`src/inc/prs_pkg.sv`:
```
// Package for the point table repeat sequencer.
// Assumes one 50 MHz clock domain; no software registers.
package prs_pkg;
   localparam int PRS_CLK_HZ = 50000000;
   localparam int PRS_ENTRY_W = 8;
   localparam int PRS_POS_W = 32;
   localparam int PRS_SPD_W = 16;
   localparam int PRS_TC_W = 16;
   localparam int PRS_DWELL_W = 16;
   localparam int PRS_SUB_W = 4;
   // Sub-function codes
   localparam logic [3:0] PRS_SUB_ABS_END = 4'h0;
   localparam logic [3:0] PRS_SUB_ABS_CONT = 4'h1;
   localparam logic [3:0] PRS_SUB_INC_END = 4'h2;
   localparam logic [3:0] PRS_SUB_INC_CONT = 4'h3;
   localparam logic [3:0] PRS_SUB_RPT_START = 4'h8;
   localparam logic [3:0] PRS_SUB_RPT_FIRST = 4'h9;
   localparam logic [3:0] PRS_SUB_RPT_START_INC = 4'ha;
   localparam logic [3:0] PRS_SUB_RPT_FIRST_INC = 4'hb;
   // Reset values and fixed entries
   localparam logic [7:0] PRS_FIRST_ENTRY = 8'h01;
   localparam logic [7:0] PRS_ENTRY_RST = 8'h00;
   // Command method: absolute = 0, incremental = 1
   localparam logic PRS_METHOD_ABS = 1'b0;
   localparam logic PRS_METHOD_INC = 1'b1;
   typedef enum logic [1:0] {
      PRS_NEXT_STOP,
      PRS_NEXT_SEQ,
      PRS_NEXT_START,
      PRS_NEXT_FIRST
   } prs_next_e;
endpackage

```
`src/prs_sub_decode.sv`:
```
// Decoder of an entry's sub-function code into move type and follow-on action.
// Assumes the code is stable while looked at; purely combinational.
`timescale 1ns/10ps
`default_nettype none
module prs_sub_decode
   import prs_pkg::*;
(
   input wire logic [3:0] sub_code,
   output logic move_incremental,
   output prs_next_e next_action
);
   always_comb
   begin
      move_incremental = 1'b0;
      next_action = PRS_NEXT_STOP;
      case (sub_code)
         PRS_SUB_ABS_END:
         begin
            next_action = PRS_NEXT_STOP;
         end
         PRS_SUB_ABS_CONT:
         begin
            next_action = PRS_NEXT_SEQ;
         end
         PRS_SUB_INC_END:
         begin
            move_incremental = 1'b1;
         end
         PRS_SUB_INC_CONT:
         begin
            move_incremental = 1'b1;
            next_action = PRS_NEXT_SEQ;
         end
         PRS_SUB_RPT_START:
         begin
            next_action = PRS_NEXT_START;
         end
         PRS_SUB_RPT_FIRST:
         begin
            next_action = PRS_NEXT_FIRST;
         end
         PRS_SUB_RPT_START_INC:
         begin
            move_incremental = 1'b1;
            next_action = PRS_NEXT_START;
         end
         PRS_SUB_RPT_FIRST_INC:
         begin
            move_incremental = 1'b1;
            next_action = PRS_NEXT_FIRST;
         end
         default:
         begin
            next_action = PRS_NEXT_STOP;
         end
      endcase
   end
endmodule // prs_sub_decode
`default_nettype wire

```
`src/prs_sequencer.sv`:
```
// Point table repeat sequencer: walks chained point table entries.
// Assumes a point table memory answering entry_data_* one cycle after entry_rd,
// and a profile generator that pulses move_done when positioning completes.
//
// Overview of operation
// Codes 9 or 11 finishing restart the chain at entry 1.
// Consecutive entries run up to and including the repeat entry.
// Absolute method code 8 resumes at the start-up entry.
// Code 10 moves incrementally then resumes at the start-up entry.
// Start-up entry number is held throughout operation.
// Code 9 jumps to entry 1 even if started later.
// Code 11 moves incrementally then jumps to entry 1.
// Repeat loop continues until operation is stopped externally.
// Absolute method codes 8 and 10 return to start-up entry.
// Host ends non-repeating chains with code 0 or 2.
// Codes 8 to 11 decode into repeat target and move type.
`timescale 1ns/10ps
`default_nettype none
module prs_sequencer
   import prs_pkg::*;
#(
   parameter int ENTRY_W = PRS_ENTRY_W,
   parameter int POS_W = PRS_POS_W,
   parameter int SPD_W = PRS_SPD_W,
   parameter int TC_W = PRS_TC_W,
   parameter int DWELL_W = PRS_DWELL_W
)
(
   input wire logic ref_clk,
   input wire logic reset,
   input wire logic start_req,
   input wire logic stop_req,
   input wire logic [ENTRY_W-1:0] start_entry,
   input wire logic command_method_select,
   output logic entry_rd,
   output logic [ENTRY_W-1:0] entry_addr,
   input wire logic [POS_W-1:0] entry_data_pos,
   input wire logic [SPD_W-1:0] entry_data_speed,
   input wire logic [TC_W-1:0] entry_data_accel,
   input wire logic [TC_W-1:0] entry_data_decel,
   input wire logic [DWELL_W-1:0] entry_data_dwell,
   input wire logic [3:0] entry_data_sub,
   output logic move_start,
   output logic [POS_W-1:0] move_pos,
   output logic [SPD_W-1:0] move_speed,
   output logic [TC_W-1:0] move_accel,
   output logic [TC_W-1:0] move_decel,
   output logic [DWELL_W-1:0] move_dwell,
   output logic move_incremental,
   input wire logic move_done,
   output logic busy,
   output logic [ENTRY_W-1:0] current_entry
);
   // ************************************************************
   // State and decode
   // ************************************************************
   typedef enum logic [1:0] {
      PRS_IDLE,
      PRS_FETCH,
      PRS_LOAD,
      PRS_MOVE
   } prs_state_e;

   prs_state_e state_reg, state_next;
   logic [ENTRY_W-1:0] start_entry_reg, start_entry_next;
   logic [ENTRY_W-1:0] entry_reg, entry_next;
   logic [3:0] sub_reg, sub_next;
   logic [POS_W-1:0] pos_reg, pos_next;
   logic [SPD_W-1:0] speed_reg, speed_next;
   logic [TC_W-1:0] accel_reg, accel_next;
   logic [TC_W-1:0] decel_reg, decel_next;
   logic [DWELL_W-1:0] dwell_reg, dwell_next;
   logic inc_reg, inc_next;
   logic start_pulse_reg, start_pulse_next;
   logic dec_inc;
   logic [3:0] dec_sub;
   prs_next_e dec_next;
   localparam logic [ENTRY_W-1:0] FIRST = ENTRY_W'(PRS_FIRST_ENTRY);
   localparam logic [ENTRY_W-1:0] ERST = ENTRY_W'(PRS_ENTRY_RST);

   // Decoder sees the fresh code while loading, the held code afterwards
   assign dec_sub = (state_reg == PRS_LOAD) ? entry_data_sub : sub_reg;

   prs_sub_decode u_dec
   (
      .sub_code(dec_sub),
      .move_incremental(dec_inc),
      .next_action(dec_next)
   );

   // ************************************************************
   // Next state
   // ************************************************************
   always_comb
   begin
      state_next = state_reg;
      start_entry_next = start_entry_reg;
      entry_next = entry_reg;
      sub_next = sub_reg;
      pos_next = pos_reg;
      speed_next = speed_reg;
      accel_next = accel_reg;
      decel_next = decel_reg;
      dwell_next = dwell_reg;
      inc_next = inc_reg;
      start_pulse_next = 1'b0;
      case (state_reg)
         PRS_IDLE:
         begin
            if (start_req)
            begin
               start_entry_next = start_entry;
               entry_next = start_entry;
               state_next = PRS_FETCH;
            end
         end
         PRS_FETCH:
         begin
            state_next = PRS_LOAD;
         end
         PRS_LOAD:
         begin
            sub_next = entry_data_sub;
            pos_next = entry_data_pos;
            speed_next = entry_data_speed;
            accel_next = entry_data_accel;
            decel_next = entry_data_decel;
            dwell_next = entry_data_dwell;
            // Codes 10/11 force incremental; others follow method or own code
            inc_next = dec_inc | (command_method_select == PRS_METHOD_INC);
            start_pulse_next = 1'b1;
            state_next = PRS_MOVE;
         end
         PRS_MOVE:
         begin
            if (move_done)
            begin
               state_next = PRS_FETCH;
               case (dec_next)
                  PRS_NEXT_SEQ:
                  begin
                     entry_next = entry_reg + ENTRY_W'(1);
                  end
                  PRS_NEXT_START:
                  begin
                     entry_next = start_entry_reg;
                  end
                  PRS_NEXT_FIRST:
                  begin
                     entry_next = FIRST;
                  end
                  default:
                  begin
                     state_next = PRS_IDLE;
                  end
               endcase
            end
         end
         default:
         begin
            state_next = PRS_IDLE;
         end
      endcase
      // External stop is the only exit from a repeat loop
      if (stop_req)
      begin
         state_next = PRS_IDLE;
         start_pulse_next = 1'b0;
      end
   end

   // ************************************************************
   // Registers
   // ************************************************************
   always_ff @(posedge ref_clk or posedge reset)
   begin
      if (reset)
      begin
         state_reg <= PRS_IDLE;
         start_entry_reg <= ERST;
         entry_reg <= ERST;
         sub_reg <= PRS_SUB_ABS_END;
         pos_reg <= '0;
         speed_reg <= '0;
         accel_reg <= '0;
         decel_reg <= '0;
         dwell_reg <= '0;
         inc_reg <= 1'b0;
         start_pulse_reg <= 1'b0;
      end
      else
      begin
         state_reg <= state_next;
         start_entry_reg <= start_entry_next;
         entry_reg <= entry_next;
         sub_reg <= sub_next;
         pos_reg <= pos_next;
         speed_reg <= speed_next;
         accel_reg <= accel_next;
         decel_reg <= decel_next;
         dwell_reg <= dwell_next;
         inc_reg <= inc_next;
         start_pulse_reg <= start_pulse_next;
      end
   end

   // ************************************************************
   // Outputs
   // ************************************************************
   assign entry_rd = (state_reg == PRS_FETCH);
   assign entry_addr = entry_reg;
   assign move_start = start_pulse_reg;
   assign move_pos = pos_reg;
   assign move_speed = speed_reg;
   assign move_accel = accel_reg;
   assign move_decel = decel_reg;
   assign move_dwell = dwell_reg;
   assign move_incremental = inc_reg;
   assign busy = (state_reg != PRS_IDLE);
   assign current_entry = entry_reg;
endmodule // prs_sequencer
`default_nettype wire

```
`config.mk`:
```
export PLATFORM = sky130hd
export DESIGN_NAME = prs_sequencer
export DESIGN_NICKNAME = d
export VERILOG_FILES = /design/src/inc/prs_pkg.sv /design/src/prs_sub_decode.sv /design/src/prs_sequencer.sv
export SDC_FILE = /design/constraint.sdc
export NUM_CORES = 1
export LEC_CHECK = 0
export BUFFER_PORTS_ARGS = -buffer_cell sky130_fd_sc_hd__buf_2
export CORE_ASPECT_RATIO = 1.5
export CORE_MARGIN = 4
export CORE_UTILIZATION = 50
export CTS_CLUSTER_DIAMETER = 40
export CTS_CLUSTER_SIZE = 20
export DETAILED_ROUTE_END_ITERATION = 12
export GPL_ROUTABILITY_DRIVEN = 0
export PLACE_DENSITY_LB_ADDON = 0.08
export REMOVE_ABC_BUFFERS = 1
export SYNTH_ARGS = -nofsm -noshare
export SYNTH_HDL_FRONTEND = slang
export SYNTH_SLANG_ARGS = --single-unit
```
`constraint.sdc`:
```
create_clock -name ref_clk -period 5.69 [get_ports ref_clk]
set_input_delay 0 -clock ref_clk [delete_from_list [all_inputs] [get_ports ref_clk]]
set_output_delay 0 -clock ref_clk [all_outputs]
set_load 0.01 [all_outputs]
```
# == After elaboration in Yosys (flattened, before gate mapping) ==
# Index checks and enable logic that the tools add are counted.
# word_totals
register_bits,120
inputBits,114
output_inout_bits,116
# classes
add_sub_neg,1
eq_ne,18
muxes,14
bitwise_logic,1
n_reduce_logical,11
# ops
cell,count
$pmux 8 s3,1
$eq 4x4->1 const B,4
$mux 8,2
$pmux 8 s2,1
$add 8x1->8 const B,1
$eq 2x2->1 const B,4
$eq 4x2->1 const B,2
$pmux 2 s4,1
$mux 2,3
$ne 3x3->1 const B,2
$pmux 2 s3,1
$reduce_or 2->1,3
$eq 2x1->1 const B,2
$eq 4x1->1 const B,1
$mux 1,4
$mux 4,1
$ne 2x2->1 const B,2
$ne 4x4->1 const B,1
$reduce_and 2->1,2
$reduce_and 4->1,1
$reduce_bool 2->1,2
$reduce_or 4->1,1
$reduce_or 3->1,1
$logic_not 2->1,1
$or 1x1->1,1

# == Longest topological paths before layout ==
# logic_depth
ltp_word,11
mapped_depth,10
ltp_nobuf,8

# == Cells and area by module ==
# A second synthesis with hierarchy kept.
# hier_totals
hier_cells,339
hier_area_um2,4964.8
# modules_own_cells
mod,cells_each,n_inst,area_per_inst_um2
prs_sequencer,336,1,4946.0
prs_sub_decode,3,1,18.8

# == Worst setup path before layout ==
# Ideal clock, no wire load.
# synth_path
path_type,register to register
start,register state_reg[0]
end,"register entry_reg[0], in the netlist current_entry[0]"
arrival_time_ns,1.892
synth_period_minus_slack_ns,2.018
setup_ns,0.126
stages_incl_launch_ff,9
t_required_ns,5.564
path_slack_ns,3.672
cell_sequence,dfrtp_1 -> inv_1 -> ha_1 -> buf_6 -> or3b_4 -> and2_4 -> o31ai_4 -> a31oi_1 -> o32a_1
# synth_between
elab_chain_len,9
# synth_rtl
element,line,rtl
start: declaration,prs_sequencer.sv:64,"prs_state_e state_reg, state_next;"
start signal: assignment,prs_sequencer.sv:193,state_reg <= state_next;
$eq 2x2->1,prs_sequencer.sv:82,assign dec_sub = (state_reg == PRS_LOAD) ? entry_data_sub : sub_reg;
$mux 4,--,
$eq 4x4->1 (tied with other cells),prs_sub_decode.sv:16,case (sub_code)
$reduce_or 2->1 (no source line),--,
$pmux 2 s3,prs_sub_decode.sv:16,
$eq 2x2->1 or $eq 2x1->1 (tied branches),prs_sequencer.sv:139,case (dec_next)
$pmux 8 s3,prs_sequencer.sv:139,
$mux 8,prs_sequencer.sv:136,if (move_done)
$pmux 8 s2,prs_sequencer.sv:107,case (state_reg)
end signal: assignment,prs_sequencer.sv:195,entry_reg <= entry_next;
end: declaration,prs_sequencer.sv:66,"logic [ENTRY_W-1:0] entry_reg, entry_next;"
# Parallel ways exist; a longest one is shown, timed or not. The select of a mux whose other input is x is not followed.
# A chain may end at the register's enable or synchronous reset.

# == Worst setup path after layout ==
# layout_path
start,register state_reg[0]
end,"register entry_reg[0], in the netlist current_entry[0]"
# layout_between
elab_chain_len,9
# layout_rtl
element,line,rtl
$eq 2x2->1 (*),prs_sequencer.sv:82,
$mux 4 (*),--,
named net dec_sub[0],prs_sequencer.sv:76,logic [3:0] dec_sub;
$eq 4x4->1 (tied with other cells),prs_sub_decode.sv:16,
$reduce_or 2->1 (no source line),--,
$pmux 2 s3 (*),prs_sub_decode.sv:16,
$eq 2x2->1 or $eq 2x1->1 (tied branches),prs_sequencer.sv:139,
$pmux 8 s3,prs_sequencer.sv:139,
$mux 8,prs_sequencer.sv:136,
$pmux 8 s2,prs_sequencer.sv:107,
# The timed path passes the listed nets; every way through them passes the cells marked *. The select of a mux whose other input is x is not followed.

==> summary.txt <==
Timing
  • Fin crit period: 2.65 ns
  • Slew Limit Fails: 0
  • Worst clock skew: 0.0145 ns
  • RSZ-0062 raised after global routing: no
  • Measured slew at the worst slew-check pin: 1.09 ns
  • Hold Fails Final Rpt: 0
  • Final setup viols: 0
  • Slew margin rel.: 0.273
  • F_max: 378 MHz
  • Setup_tns: 0 ns
  • Fin crit share: 0.465

Routing
  • Routed len/inst: 18.2 µm
  • Total wire length: 14700 µm
  • DRC: 0
  • Via/cell ratio: 5.11
  • Post-route ant nets: 0
  • Routed vias: 4144
  • Initial DRC count: 132
  • DRT Pass-1 Iters: 5

Worst setup path
  • RR Startpoint: state_reg[0]
  • CP Launch Type: flip-flop
  • CP Capture Type: flip-flop
  • Critical-path maximum fanout: 51
  • Slowest CP cell: ha_4
  • Reg2reg path depth: 8
  • Crit path required time: 5.97 ns
  • FF-to-FF setup slack: 3.04 ns
  • Crit-path cells: inv_1, ha_4, or2b_1, and2_1, inv_1, o31ai_4, a31oi_1, o32a_1
  • R2r endpoint: current_entry[0]
  • CP dominant cell by count: inv_1
  • Worst path arrival time: 2.93 ns
  • Worst path max stage delay: 0.59 ns
  • CP Class: reg -> reg

Power and ir drop
  • Clock power share: 0.252
  • Logic pwr share: 0.404
  • Power consumption: 4540 µW
  • Leakage: 0.00378 µW
  • PD cells: 578 nW/µm²
  • Peak supply drop: 375 µV
  • Part of the power in registers: 0.345
  • P_sw: 1540 µW
  • Internal: 2990 µW
  • Switching Fraction: 0.340

Synthesis
  • Synthesized area: 4930 µm²
  • Avg Inst Size Synth: 14.3 µm²
  • Syn Inst Count: 344
  • Share of the synthesized area in the top cell type: 0.604
  • Fraction of registers with async set/reset: 1.00
  • Warnings, synthesis: 0
  • Post-synth cell types: 41
  • Most common cell in the netlist: dfrtp_1
  • Top_reg_cell synth: dfrtp_1
  • Post-synth EDFFs: 0
  • Fraction of the yosys area taken by sequential cells: 0.604
  • Register bit total from synthesis: 119
  • Post-synth top area cell: dfrtp_1
  • Dominant cells by area after synthesis: dfrtp_1 (60%), mux2_2 (24%), ha_1 (1.5%)
  • Most frequent cells after synthesis: dfrtp_1 (119), mux2_2 (106), nor2_1 (17)

Status
  • Status: finished clean

Floorplan
  • FP Rows: 44
  • Chip Height: 130 µm
  • Io pins: 230
  • Starting Density: 0.512
  • Die area: 11500 µm²
  • DIE WIDTH: 89.1 µm
  • Core area: 9630 µm²

Cells and area
  • # fillers: 544
  • Sequential Area: 2980 µm²
  • Share of layout cells above drive strength 1: 0.545
  • Max FFs per register: 32
  • P&R area growth vs syn: 59.5%
  • Multi-input gate area: 1790 µm²
  • Final nets: 801

Global route
  • Overflow after GRT: 0
  • Vias in the first global route: 4569
  • GR Util All Layers: 0.264
  • Largest net degree at the start of global routing: 87
  • First-pass GRT wire length: 22700 µm
  • Initial antenna violation count: 0

Hold path
  • Worst Hold End: current_entry[7]
  • Worst min path class: in -> reg
  • HP Start: entry_data_sub[0]
  • Hold path cells: 5

Clocking
  • Skew-Pair Late Insertion Delay: 0.41 ns
  • Clock sink count: 119
  • TritonCTS clock tree: built
  • Clock Path Buffers: 2
  • Num CTS Buffers: 17
  • Setup repair bufs after CTS: 0
  • Root Buffer: clkbuf_16
  • Clock transition at path regs: 0.05 ns
  • H-Tree Depth: 4

Flow run
  • Max cap viols: 0

Place
  • I/O Buffers: 229
  • Post-DP HPWL: 8840 µm
## layer usage
layer / track usage / part of all wire
met1: 0.277 / 0.34
met2: 0.463 / 0.55
met3: 0.0782 / 0.073
met4: 0.142 / 0.035
met5: 0 / 0
## layout make-up
type | instances | area share
Antenna cell | 2 | 0.000637
Clock buffer | 20 | 0.0594
Clock inverter | 12 | 0.0221
Inverter | 9 | 0.00462
Multi-Input combinational cell | 192 | 0.227
Sequential cell | 119 | 0.379
Tap cell | 115 | 0.0183
Timing Repair Buffer | 342 | 0.289
## power groups by stage
stage	logic, µW	clock network [µW]	registers (µW)
final	1830	1140	1560
after floorplan	907	0	1720
after detailed placement	1760	0	1550
after global routing	1980	1190	1620
after global placement	1710	0	1530
after CTS	1830	1160	1550
## worst max-delay path, delay by kind of cell, from the launching register on
family	cells	cell delay (ns)
flip-flops	1	0.44
AO/OA/AOI/OAI	3	0.62
adder cells (fa/ha/maj)	1	0.59
buffers and inverters	2	0.31
AND/OR/NAND/NOR	2	0.56
## through the flow
| step | hold WS [ns] | setup WS, ns | util | instance area [µm²] | cells |
|---|---|---|---|---|---|
| after global routing | 0.147 | 2.83 | 0.815 | 7860 | 809 |
| after global placement | 0.0278 | 3.16 | 0.635 | 6110 | 667 |
| after floorplan | 0.0656 | 0.917 | - | 4790 | 320 |
| final | 0.139 | 3.04 | 0.816 | 7860 | 811 |
| after CTS | 0.109 | 3.01 | 0.815 | 7860 | 809 |
| after detailed placement | 0.0328 | 3.04 | 0.635 | 6110 | 667 |
## worst max path at each step
stage                       startpoint          endpoint  cells past startpoint
after global routing      state_reg[0]  current_entry[0]                      8
final                     state_reg[0]  current_entry[0]                      8
after CTS                 state_reg[0]  current_entry[0]                      8
after global placement    state_reg[0]  current_entry[0]                      8
after detailed placement  state_reg[0]  current_entry[0]                      8
after floorplan           state_reg[0]  current_entry[1]                      7
## timing repair
item / CTS / global route
hold buffers: 110 / 0
gates resized for setup: 0 / 0
endpoints found under the hold margin: 151 / 0
## cell usage in the layout (no fill, tap or decap), drive strengths merged, types with 2 or more instances in the layout
master       netlist  routed
clkinv             0       4
xnor2              3       3
and2               2       2
nor2              17      17
clkinvlp           0       4
a31oi              3       3
nor2b              4       4
buf               19     232
dfrtp            119     119
nor3               2       2
dlygate4sd3        0     110
diode              0       2
clkbuf             5      20
bufinv             0       4
ha                 6       6
nand4              4       4
nand2              5       5
o21ai              5       5
a22o               4       4
mux2             106     106
xor2               2       2
a21oi              2       2
o22ai              2       2
nand3              8       8
inv                9       9
o31ai              3       3
## kinds of logic (layout without fill, tap and decap cells)
logic type / Yosys count / after routing / synth area share
other: 0 / 2 / 0
multiplexers: 107 / 107 / 0.244
XOR/XNOR: 5 / 5 / 0.00889
AO/OA/AOI/OAI: 25 / 25 / 0.0399
AND/OR/NAND/NOR: 49 / 49 / 0.0518
adder cells (fa/ha/maj): 6 / 6 / 0.0152
flip-flops: 119 / 119 / 0.604
buffers and inverters: 33 / 383 / 0.0358
Power figures use the tool's default switching activity.
